==> src/gripper_defs.svh <==
// constants for the gripper modbus rtu slave
`ifndef GRIPPER_DEFS_SVH
`define GRIPPER_DEFS_SVH

// timing
`define CLK_HZ 125000000
`define CLK_MHZ 125
`define BAUD_DEFAULT 115200
`define FRAME_GAP_US 1750

// link identity and functions
`define SLAVE_ADDR_DEFAULT 8'h09
`define FC_READ_INPUT 8'h04
`define FC_PRESET_MULTI 8'h10
`define FC_READ_WRITE 8'h17

// register map, protocol word addresses
`define CMD_BASE 16'h03e8
`define REG_COMMAND_WORD_ACTION 16'h03e8
`define REG_COMMAND_WORD_POSITION_SPEED 16'h03e9
`define REG_COMMAND_WORD_FORCE 16'h03ea
`define STAT_BASE 16'h07d0
`define REG_STATUS_WORD_STATE 16'h07d0
`define REG_STATUS_WORD_FAULT_ECHO 16'h07d1

// byte arrays and frame buffer
`define CMD_BYTES 6
`define STAT_BYTES 6
`define RX_MAX 24
`define MAX_READ_REGS 16
`define CMD_RESET 8'h00

// field positions
`define BIT_ACT 0
`define BIT_GOTO 3
`define STA_LSB 4
`define OBJ_LSB 6
`define BYTE_TARGET 3
`define BYTE_SPEED 4
`define BYTE_FORCE 5

// object contact codes
`define OBJ_MOVING 2'h0
`define OBJ_STOP_OPEN 2'h1
`define OBJ_STOP_CLOSE 2'h2
`define OBJ_AT_TARGET 2'h3

// crc
`define CRC_INIT 16'hffff
`define CRC_POLY 16'ha001

`endif

==> src/gripper_pkg.sv <==
// types and the shared crc step for the gripper modbus slave
`include "gripper_defs.svh"
package gripper_pkg;

    typedef enum logic [1:0] {st_idle, st_exec, st_send, st_wait} link_state_e;

    // one byte of the reflected modbus crc
    function automatic logic [15:0] crc_step(input logic [15:0] crc, input logic [7:0] data);
        logic [15:0] c;
        c = crc ^ {8'h00, data};
        for (int i = 0; i < 8; i++) begin
            c = c[0] ? ((c >> 1) ^ `CRC_POLY) : (c >> 1);
        end
        return c;
    endfunction : crc_step

endpackage : gripper_pkg

==> src/modbus_uart.sv <==
// 8n1 serial receiver and transmitter for the rs-485 line
`timescale 1ns/1ns
module modbus_uart #(
    parameter int BIT_CYCLES = 1085
) (
    // clock and reset
    input wire logic clk_sys,
    input wire logic rst_sync_n,
    // line
    input wire logic rx_pin,
    output logic tx_pin,
    // receive side
    output logic rx_valid,
    output logic [7:0] rx_data,
    // transmit side
    input wire logic tx_start,
    input wire logic [7:0] tx_data,
    output logic tx_ready
);
    logic rx_meta, rx_s, rx_busy, next_rx_busy, next_rx_valid;
    logic [15:0] rx_cnt, next_rx_cnt;
    logic [3:0] rx_bit, next_rx_bit;
    logic [7:0] next_rx_data;
    logic tx_busy, next_tx_busy, next_tx_pin;
    logic [15:0] tx_cnt, next_tx_cnt;
    logic [3:0] tx_bit, next_tx_bit;
    logic [9:0] tx_sh, next_tx_sh;

    ////////////////////////////////////////////////////////////////////////////
    always_comb begin
        next_rx_busy = rx_busy;
        next_rx_cnt = rx_cnt;
        next_rx_bit = rx_bit;
        next_rx_data = rx_data;
        next_rx_valid = 1'b0;
        if (!rx_busy) begin
            if (!rx_s) begin
                next_rx_busy = 1'b1;
                next_rx_cnt = 16'(BIT_CYCLES / 2);
                next_rx_bit = 4'h0;
            end
        end else if (rx_cnt != 16'h0000) begin
            next_rx_cnt = rx_cnt - 16'h0001;
        end else begin
            next_rx_cnt = 16'(BIT_CYCLES - 1);
            next_rx_bit = rx_bit + 4'h1;
            if (rx_bit == 4'h0) begin
                // a glitch shorter than half a bit is not a start bit
                next_rx_busy = !rx_s;
            end else if (rx_bit == 4'h9) begin
                next_rx_busy = 1'b0;
                next_rx_valid = rx_s;
            end else begin
                next_rx_data = {rx_s, rx_data[7:1]};
            end
        end
    end

    always_ff @(posedge clk_sys or negedge rst_sync_n) begin
        if (!rst_sync_n) begin
            rx_meta <= 1'b1;
            rx_s <= 1'b1;
            rx_busy <= 1'b0;
            rx_cnt <= 16'h0000;
            rx_bit <= 4'h0;
            rx_data <= 8'h00;
            rx_valid <= 1'b0;
        end else begin
            rx_meta <= rx_pin;
            rx_s <= rx_meta;
            rx_busy <= next_rx_busy;
            rx_cnt <= next_rx_cnt;
            rx_bit <= next_rx_bit;
            rx_data <= next_rx_data;
            rx_valid <= next_rx_valid;
        end
    end

    ////////////////////////////////////////////////////////////////////////////
    assign tx_ready = !tx_busy;

    always_comb begin
        next_tx_busy = tx_busy;
        next_tx_cnt = tx_cnt;
        next_tx_bit = tx_bit;
        next_tx_sh = tx_sh;
        if (!tx_busy) begin
            if (tx_start) begin
                next_tx_busy = 1'b1;
                next_tx_sh = {1'b1, tx_data, 1'b0};
                next_tx_cnt = 16'(BIT_CYCLES - 1);
                next_tx_bit = 4'h0;
            end
        end else if (tx_cnt != 16'h0000) begin
            next_tx_cnt = tx_cnt - 16'h0001;
        end else begin
            next_tx_cnt = 16'(BIT_CYCLES - 1);
            next_tx_bit = tx_bit + 4'h1;
            next_tx_sh = {1'b1, tx_sh[9:1]};
            next_tx_busy = (tx_bit != 4'h9);
        end
        next_tx_pin = next_tx_busy ? next_tx_sh[0] : 1'b1;
    end

    always_ff @(posedge clk_sys or negedge rst_sync_n) begin
        if (!rst_sync_n) begin
            tx_busy <= 1'b0;
            tx_cnt <= 16'h0000;
            tx_bit <= 4'h0;
            tx_sh <= 10'h3ff;
            tx_pin <= 1'b1;
        end else begin
            tx_busy <= next_tx_busy;
            tx_cnt <= next_tx_cnt;
            tx_bit <= next_tx_bit;
            tx_sh <= next_tx_sh;
            tx_pin <= next_tx_pin;
        end
    end
endmodule : modbus_uart

==> src/gripper_modbus_rtu_slave.sv <==
// modbus rtu slave front end with object contact and brake reporting
`timescale 1ns/1ns
`include "gripper_defs.svh"
// How it works
// - contact code: 0 moving, 1 stopped opening, 2 stopped closing, 3 at target.
// - contact code only meaningful while goto echo is one; otherwise held at zero.
// - after a go-to, report moving, then 2 when stopped on contact closing.
// - a slipped object after closing contact moves the code from 2 to 3.
// - brake engages at every move end, releases between; before contact is reported.
// - addresses and counts travel high byte first, register data low byte first.
// - 115200 bps 8n1 by default, configurable; slave address taken from the slave_address input, no default.
// - only read input, preset multiple and read-write multiple; never exceptions.
// - command registers start at 0x03e8, status registers at 0x07d0.
// - each register pairs two consecutive gripper bytes, status bytes 0 and 1 first.
// - read reply is address, function, byte count, register data, crc.
// - preset applies data, replies address, function, start, count, crc.
// - every frame ends in modbus crc, checked on receipt and made on transmit.
// - contact code sits in bits 7 and 6 of status byte 0.
// - goto echo mirrors the last written go-to request bit.
// - new finger motion clears any reported object detection.
module gripper_modbus_rtu_slave #(
    parameter int BAUD_RATE = `BAUD_DEFAULT,
    parameter int GAP_CYCLES = `CLK_MHZ * `FRAME_GAP_US,
    parameter int MAX_READ_REGS = `MAX_READ_REGS
) (
    // clock and reset
    input wire logic clk_sys,
    input wire logic rst_n,
    // rs-485 line
    input wire logic rs485_rx,
    output logic rs485_tx,
    output logic rs485_tx_en,
    // configuration
    input wire logic [7:0] slave_address,
    // finger motion side
    input wire logic fingers_moving,
    input wire logic contact_stop,
    input wire logic contact_closing,
    input wire logic position_reached,
    input wire logic object_slipped,
    input wire logic [1:0] gripper_state,
    input wire logic [7:0] fault_status,
    input wire logic [7:0] finger_position,
    input wire logic [7:0] motor_current,
    // commands and brake
    output logic brake_engage,
    output logic [7:0] action_request,
    output logic goto_request,
    output logic [7:0] target_position,
    output logic [7:0] speed_setpoint,
    output logic [7:0] force_setpoint
);
    localparam int GAP_W = $clog2(GAP_CYCLES + 1);

    logic rst_meta, rst_sync_n;
    logic rx_valid, tx_start, tx_ready;
    logic [7:0] rx_data, tx_byte;
    gripper_pkg::link_state_e state, next_state;
    logic [7:0] buf_q [`RX_MAX];
    logic [7:0] next_buf [`RX_MAX];
    logic [4:0] rx_len, next_rx_len;
    logic rx_ovf, next_rx_ovf;
    logic [15:0] rx_crc, next_rx_crc, tx_crc, next_tx_crc;
    logic [GAP_W-1:0] gap_cnt, next_gap_cnt;
    logic [5:0] tx_idx, next_tx_idx, resp_len, next_resp_len;
    logic [7:0] cmd [`CMD_BYTES];
    logic [7:0] next_cmd [`CMD_BYTES];
    logic [7:0] stat [`STAT_BYTES];
    logic [7:0] fc, bcnt;
    logic [15:0] rstart, rcnt, wstart, wcnt;
    logic [8:0] exp_len;
    logic has_read, has_write, frame_ok;
    int dofs, off, sidx;
    logic [1:0] obj_state, next_obj_state, pend_code, next_pend_code;

    ////////////////////////////////////////////////////////////////////////////
    always_ff @(posedge clk_sys or negedge rst_n) begin
        if (!rst_n) begin
            rst_meta <= 1'b0;
            rst_sync_n <= 1'b0;
        end else begin
            rst_meta <= 1'b1;
            rst_sync_n <= rst_meta;
        end
    end

    modbus_uart #(
        .BIT_CYCLES(`CLK_HZ / BAUD_RATE)
    ) u_uart (
        .clk_sys(clk_sys),
        .rst_sync_n(rst_sync_n),
        .rx_pin(rs485_rx),
        .tx_pin(rs485_tx),
        .rx_valid(rx_valid),
        .rx_data(rx_data),
        .tx_start(tx_start),
        .tx_data(tx_byte),
        .tx_ready(tx_ready)
    );

    ////////////////////////////////////////////////////////////////////////////
    // frame decode; fields are taken high byte first
    always_comb begin
        fc = buf_q[1];
        rstart = {buf_q[2], buf_q[3]};
        rcnt = {buf_q[4], buf_q[5]};
        wstart = {buf_q[2], buf_q[3]};
        wcnt = {buf_q[4], buf_q[5]};
        bcnt = buf_q[6];
        dofs = 7;
        exp_len = 9'd8;
        has_read = 1'b0;
        has_write = 1'b0;
        unique case (fc)
            `FC_READ_INPUT: begin
                has_read = 1'b1;
            end
            `FC_PRESET_MULTI: begin
                has_write = 1'b1;
                exp_len = 9'({1'b0, bcnt} + 9'd9);
            end
            `FC_READ_WRITE: begin
                has_read = 1'b1;
                has_write = 1'b1;
                wstart = {buf_q[6], buf_q[7]};
                wcnt = {buf_q[8], buf_q[9]};
                bcnt = buf_q[10];
                dofs = 11;
                exp_len = 9'({1'b0, bcnt} + 9'd13);
            end
            default: begin
                // other functions are dropped silently, no exception reply
                exp_len = 9'd0;
            end
        endcase
        // crc over the frame and its own crc leaves a zero residue
        frame_ok = !rx_ovf && rx_len >= 5'd4 && buf_q[0] == slave_address
            && rx_crc == 16'h0000 && exp_len == {4'h0, rx_len};
        if (has_read && (rcnt == 16'h0000 || rcnt > 16'(MAX_READ_REGS))) begin
            frame_ok = 1'b0;
        end
        if (has_write && {8'h00, bcnt} != {wcnt[14:0], 1'b0}) begin
            frame_ok = 1'b0;
        end
    end

    // status image: two bytes per register, byte 0 first
    always_comb begin
        stat[0] = 8'h00;
        stat[0][`OBJ_LSB +: 2] = obj_state;
        stat[0][`STA_LSB +: 2] = gripper_state;
        stat[0][`BIT_GOTO] = goto_request;
        stat[0][`BIT_ACT] = action_request[`BIT_ACT];
        stat[1] = 8'h00;
        stat[2] = fault_status;
        stat[3] = target_position;
        stat[4] = finger_position;
        stat[5] = motor_current;
    end

    // reply byte for the current index; data bytes leave in byte order
    always_comb begin
        sidx = 2 * (int'(rstart) - int'(`STAT_BASE)) + int'(tx_idx) - 3;
        if (tx_idx == resp_len - 6'd2) begin
            tx_byte = tx_crc[7:0];
        end else if (tx_idx == resp_len - 6'd1) begin
            tx_byte = tx_crc[15:8];
        end else if (tx_idx == 6'd0) begin
            tx_byte = slave_address;
        end else if (tx_idx == 6'd1) begin
            tx_byte = fc;
        end else if (!has_read) begin
            tx_byte = buf_q[5'(tx_idx)];
        end else if (tx_idx == 6'd2) begin
            tx_byte = {rcnt[6:0], 1'b0};
        end else if (sidx >= 0 && sidx < `STAT_BYTES) begin
            tx_byte = stat[sidx];
        end else begin
            tx_byte = 8'h00;
        end
    end

    ////////////////////////////////////////////////////////////////////////////
    always_comb begin
        next_state = state;
        next_buf = buf_q;
        next_rx_len = rx_len;
        next_rx_ovf = rx_ovf;
        next_rx_crc = rx_crc;
        next_gap_cnt = gap_cnt;
        next_tx_idx = tx_idx;
        next_resp_len = resp_len;
        next_tx_crc = tx_crc;
        next_cmd = cmd;
        tx_start = 1'b0;
        off = 0;
        unique case (state)
            gripper_pkg::st_idle: begin
                if (rx_valid) begin
                    next_gap_cnt = '0;
                    next_rx_crc = gripper_pkg::crc_step(rx_crc, rx_data);
                    if (rx_len < 5'(`RX_MAX)) begin
                        next_buf[rx_len] = rx_data;
                        next_rx_len = rx_len + 5'd1;
                    end else begin
                        next_rx_ovf = 1'b1;
                    end
                end else if (rx_len != 5'd0) begin
                    // line silence closes the frame
                    if (gap_cnt == GAP_W'(GAP_CYCLES - 1)) begin
                        next_state = gripper_pkg::st_exec;
                    end else begin
                        next_gap_cnt = gap_cnt + 1'b1;
                    end
                end
            end
            gripper_pkg::st_exec: begin
                next_rx_len = 5'd0;
                next_rx_ovf = 1'b0;
                next_rx_crc = `CRC_INIT;
                next_gap_cnt = '0;
                next_tx_idx = 6'd0;
                next_tx_crc = `CRC_INIT;
                next_resp_len = has_read ? 6'(16'd5 + {rcnt[14:0], 1'b0}) : 6'd8;
                next_state = frame_ok ? gripper_pkg::st_send : gripper_pkg::st_idle;
                // writes land before the reply; reserved bytes 1 and 2 are not kept
                if (frame_ok && has_write) begin
                    for (int i = 0; i < `CMD_BYTES; i++) begin
                        off = i - 2 * (int'(wstart) - int'(`CMD_BASE));
                        if (i != 1 && i != 2 && off >= 0 && off < 2 * int'(wcnt)
                            && dofs + off < `RX_MAX) begin
                            next_cmd[i] = buf_q[dofs + off];
                        end
                    end
                end
            end
            gripper_pkg::st_send: begin
                if (tx_ready) begin
                    tx_start = 1'b1;
                    next_tx_idx = tx_idx + 6'd1;
                    if (tx_idx < resp_len - 6'd2) begin
                        next_tx_crc = gripper_pkg::crc_step(tx_crc, tx_byte);
                    end
                    if (tx_idx == resp_len - 6'd1) begin
                        next_state = gripper_pkg::st_wait;
                    end
                end
            end
            gripper_pkg::st_wait: begin
                if (tx_ready) begin
                    next_state = gripper_pkg::st_idle;
                end
            end
        endcase
    end

    always_ff @(posedge clk_sys or negedge rst_sync_n) begin
        if (!rst_sync_n) begin
            state <= gripper_pkg::st_idle;
            for (int i = 0; i < `RX_MAX; i++) begin
                buf_q[i] <= 8'h00;
            end
            for (int i = 0; i < `CMD_BYTES; i++) begin
                cmd[i] <= `CMD_RESET;
            end
            rx_len <= 5'd0;
            rx_ovf <= 1'b0;
            rx_crc <= `CRC_INIT;
            gap_cnt <= '0;
            tx_idx <= 6'd0;
            resp_len <= 6'd8;
            tx_crc <= `CRC_INIT;
        end else begin
            state <= next_state;
            buf_q <= next_buf;
            cmd <= next_cmd;
            rx_len <= next_rx_len;
            rx_ovf <= next_rx_ovf;
            rx_crc <= next_rx_crc;
            gap_cnt <= next_gap_cnt;
            tx_idx <= next_tx_idx;
            resp_len <= next_resp_len;
            tx_crc <= next_tx_crc;
        end
    end

    // half duplex: the driver is on only while a reply is on the line
    assign rs485_tx_en = state == gripper_pkg::st_send || state == gripper_pkg::st_wait;
    assign action_request = cmd[0];
    assign goto_request = cmd[0][`BIT_GOTO];
    assign target_position = cmd[`BYTE_TARGET];
    assign speed_setpoint = cmd[`BYTE_SPEED];
    assign force_setpoint = cmd[`BYTE_FORCE];

    ////////////////////////////////////////////////////////////////////////////
    // contact code and brake; the code waits one cycle behind the brake
    logic pend, next_pend, next_brake;

    always_comb begin
        next_obj_state = obj_state;
        next_pend = 1'b0;
        next_pend_code = pend_code;
        next_brake = brake_engage;
        if (contact_stop || position_reached) begin
            next_brake = 1'b1;
            next_pend = 1'b1;
            next_pend_code = position_reached ? `OBJ_AT_TARGET
                : (contact_closing ? `OBJ_STOP_CLOSE : `OBJ_STOP_OPEN);
        end else if (fingers_moving) begin
            next_brake = 1'b0;
            next_obj_state = `OBJ_MOVING;
        end else if (pend) begin
            next_obj_state = pend_code;
        end else if (object_slipped && obj_state == `OBJ_STOP_CLOSE) begin
            next_obj_state = `OBJ_AT_TARGET;
        end
        if (!goto_request) begin
            next_obj_state = `OBJ_MOVING;
        end
    end

    always_ff @(posedge clk_sys or negedge rst_sync_n) begin
        if (!rst_sync_n) begin
            obj_state <= `OBJ_MOVING;
            pend <= 1'b0;
            pend_code <= `OBJ_MOVING;
            brake_engage <= 1'b1;
        end else begin
            obj_state <= next_obj_state;
            pend <= next_pend;
            pend_code <= next_pend_code;
            brake_engage <= next_brake;
        end
    end
endmodule : gripper_modbus_rtu_slave

==> config.mk <==
export PLATFORM = sky130hd
export DESIGN_NAME = gripper_modbus_rtu_slave
export DESIGN_NICKNAME = d
export VERILOG_FILES = /design/src/gripper_pkg.sv /design/src/modbus_uart.sv /design/src/gripper_modbus_rtu_slave.sv
export VERILOG_INCLUDE_DIRS = /design/src
export SDC_FILE = /design/constraint.sdc
export NUM_CORES = 1
export LEC_CHECK = 0
export BUFFER_PORTS_ARGS = -buffer_cell sky130_fd_sc_hd__buf_2
export CORE_MARGIN = 5
export CORE_UTILIZATION = 25
export DETAILED_ROUTE_END_ITERATION = 12
export PLACE_DENSITY = 0.44
export SETUP_SLACK_MARGIN = 0.05
export SYNTH_ARGS = -nofsm -noshare
export SYNTH_HDL_FRONTEND = slang
export SYNTH_SLANG_ARGS = --single-unit
==> constraint.sdc <==
create_clock -name clk_sys -period 26 [get_ports clk_sys]
set_input_delay 7.8 -clock clk_sys [delete_from_list [all_inputs] [get_ports clk_sys]]
set_output_delay 7.8 -clock clk_sys [all_outputs]
set_load 0.01 [all_outputs]
==> results.json <==
{
  "power.share.clock": 0.490,
  "io_buffers": 77,
  "synth_top_cell_area_share": 0.288,
  "p_int_w": 0.000997,
  "whs_ns": 0.347,
  "grt_max_degree": 75,
  "routed_wl_mm": 108,
  "relSlewSlack": 0.148,
  "layout-drive-gt1-share": 0.213,
  "ys_seq_elements": 366,
  "area_delta_synth_final_pct": 12.2,
  "final_nets": 3064,
  "synth_edf_count": 0,
  "track_usage": 0.178,
  "htree_levels": 2,
  "hold_viol_final": 0,
  "p_sw_w": 0.000332,
  "dp_hpwl_mm": 77.7,
  "vias": 23600,
  "min_path_type": "reg2reg",
  "syn-cell-area_um2": 27700,
  "grt_pass1_wl_mm": 158,
  "max_freq_mhz": 90.4,
  "worst_pin_slew_ns": 1.27,
  "path_cells": "buf_2 -> xnor2_1 -> nand4_1 -> or4_1 -> nor4_1 -> o2111ai_1 -> nor4_1 -> o211a_1 -> nand4_1 -> or4_4 -> a211oi_4 -> mux2_4",
  "cts.sinks": 366,
  "worst_ir_drop_vdd_mv": 0.0433,
  "start_util": 0.251,
  "synth_cells": 2938,
  "path_class": "in2reg",
  "final_cell_mix": "nand2_1, dfrtp_1, mux2_2",
  "p_leak_nw": 12.6,
  "setup_viol": 0,
  "start_kind": "input pin",
  "synth_ff_type": "dfrtp_1",
  "drt.antenna.violating_nets": 0,
  "antenna_found_initial": 3,
  "first_pass_iters": 6,
  "grt_pass1_vias": 22500,
  "postCtsHoldBufs": 0,
  "period_share": 0.426,
  "maxCapViolations": 0,
  "drcViolationCount": 0,
  "worstPathMaxFanout": 8,
  "first_iter_violations": 2259,
  "slowest_delay_ns": 0.64,
  "die-area_um2": 117000,
  "drv_slew": 0,
  "die_y_um": 343,
  "synth_area_leader_cell": "dfrtp_1",
  "clk_latency_ns": 0.60,
  "combPwrFrac": 0.057,
  "core-area_um2": 110000,
  "num-fill-cells": 11700,
  "avgViaCountPerCell": 5.32,
  "critPathArrivalTime_ns": 11.55,
  "wire_per_inst_um": 24.3,
  "grt_remaining_overflow": 0,
  "die_w_um": 343,
  "ys_types": 108,
  "clockBufferDepth": 3,
  "min_path_cells": 0,
  "whs_endpoint": "rst_sync_n",
  "yosysWarnings": 0,
  "status": "completed",
  "clkTransAtPathRegs_ns": 0.06,
  "r2r_setup_slack_ns": 17.96,
  "hold_path.startpoint": "rst_meta",
  "cts_root_buffer": "clkbuf_16",
  "ios": 78,
  "cts-buffers-inserted": 45,
  "tritoncts": "done",
  "critPathRequiredTime_ns": 26.48,
  "cts.repair.resized": 0,
  "p_seq_frac": 0.454,
  "postSynthAreaPerCell_um2": 9.42,
  "synth_nets": 3090,
  "multiInputGateArea_um2": 17400,
  "reg2reg_from": "fc[7]",
  "synthArstFlopShare": 1.00,
  "fin_worst_skew_ns": 0.0276,
  "totalNegativeSetupSlack_ns": 0,
  "post_cts_buffers": 0,
  "fp-row-count": 122,
  "switching_share": 0.250,
  "fin_crit_ns": 11.07,
  "seq_area_um2": 9230,
  "ff2ff_path_depth": 20,
  "end_kind": "flop",
  "finalWeightedCongestion": 0.922,
  "rsz0062_at_grt": "no",
  "r2r-end": "force_setpoint[5]",
  "slowest_stage": "a211oi_4",
  "final_common_cell": "nand2_1",
  "synth_area_leaders": "dfrtp_1, mux2_2, mux4_2",
  "ys_seq_area_frac": 0.333,
  "p_per_area_nw_per_um2": 42.8
}
[sequential cells by signal, summed over array words and instances (netlist names), 2 cells and up, named ones only]
name and cells:
buf_q 184, gap_cnt 18, rx_crc 16, tx_crc 16
u_uart.rx_cnt 16, u_uart.tx_cnt 16, u_uart.tx_sh 10, action_request 8
fc 8, force_setpoint 8, speed_setpoint 8, target_position 8
u_uart.rx_data 8, resp_len 6, tx_idx 6, rx_len 5
u_uart.rx_bit 4, u_uart.tx_bit 4, obj_state 2, pend_code 2
[critical path: cells and delay by family]
family | cells | cell delay, ns
compound gates | 3 | 1.12
xor+xnor | 1 | 0.15
buf+inv | 1 | 0.15
mux | 1 | 0.35
simple gates | 6 | 1.97
[per-stage QoR]
stage / total power (W) / utilization / worst slack, ns / std cells / cell area, um2
2_1_floorplan: 0.000662 / - / 15.13 / 2938 / 27700
3_3_place_gp: 0.000688 / 0.268 / 14.28 / 4353 / 29600
3_5_place_dp: 0.000689 / 0.268 / 14.31 / 4353 / 29600
4_1_cts: 0.00135 / 0.281 / 14.94 / 4432 / 31100
5_1_grt: 0.00138 / 0.281 / 14.77 / 4432 / 31100
6_report: 0.00133 / 0.282 / 14.93 / 4435 / 31100
[power groups by stage]
stage / combinational (W) / clock (W) / sequential (W)
6_report: 0.0000755 / 0.000651 / 0.000603
5_1_grt: 0.0000862 / 0.000690 / 0.000605
4_1_cts: 0.0000770 / 0.000671 / 0.000602
3_5_place_dp: 0.0000767 / 0 / 0.000612
3_3_place_gp: 0.0000760 / 0 / 0.000612
2_1_floorplan: 0.0000472 / 0 / 0.000614
[area by class of cell]
class | count | area share
antenna | 3 | 0.000242
sequential | 366 | 0.297
inverter | 92 | 0.0113
clock buffer | 69 | 0.0430
multi-input combinational | 2281 | 0.559
tap | 1488 | 0.0599
clock inverter | 10 | 0.00507
timing repair buffer | 126 | 0.0242
[synth_stat cells, types with 21 or more instances]
cell type	count
a21oi_1	123
o22ai_1	21
xnor2_1	114
dfrtp_1	319
nand3_1	88
a311oi_1	36
nor2_1	164
mux4_2	101
mux2_2	216
xor2_1	77
nand4_1	32
o211ai_1	24
nand2b_1	32
a21o_1	24
a22oi_1	21
mux2i_1	49
ha_1	107
nor3_1	57
clkbuf_1	154
nand2_1	406
o21ai_0	178
and3_1	42
nor2b_1	22
and2_1	21
nor4_1	26
dfstp_2	47
inv_1	85
a31oi_1	32
[worst max path at each step]
| stage | from | slack (ns) | to |
|---|---|---|---|
| floorplan | rst_sync_n | 15.13 | asynchronous set/reset pin |
| global placement | slave_address[0] | 14.28 | action_request[6] |
| detailed placement | slave_address[0] | 14.31 | action_request[2] |
| CTS | slave_address[0] | 14.94 | action_request[2] |
| global route | slave_address[0] | 14.77 | action_request[3] |
| finish | slave_address[0] | 14.93 | action_request[2] |
[kinds of logic (layout without fill, tap and decap cells)]
family	Yosys count	count (layout)	synth area share
and+or+nand+nor	981	981	0.169
AOI/OAI and AO/OA	607	607	0.143
muxes	384	384	0.197
DFF	366	366	0.333
buffers and inverters	291	297	0.0417
xor gates and xnor gates	197	197	0.0647
adders and majority gates	111	111	0.0509
other	1	4	0.000135
[per-layer routing]
layer | routed length (um) | vias to the layer above | track usage
met5 | 13 | - | 0
met4 | 3520 | 2 | 0.0510
met3 | 7480 | 176 | 0.0291
met2 | 49300 | 852 | 0.285
met1 | 47400 | 11900 | 0.248
li1 | - | 10700 | -
No activity file was read; power rests on OpenSTA's default activity.
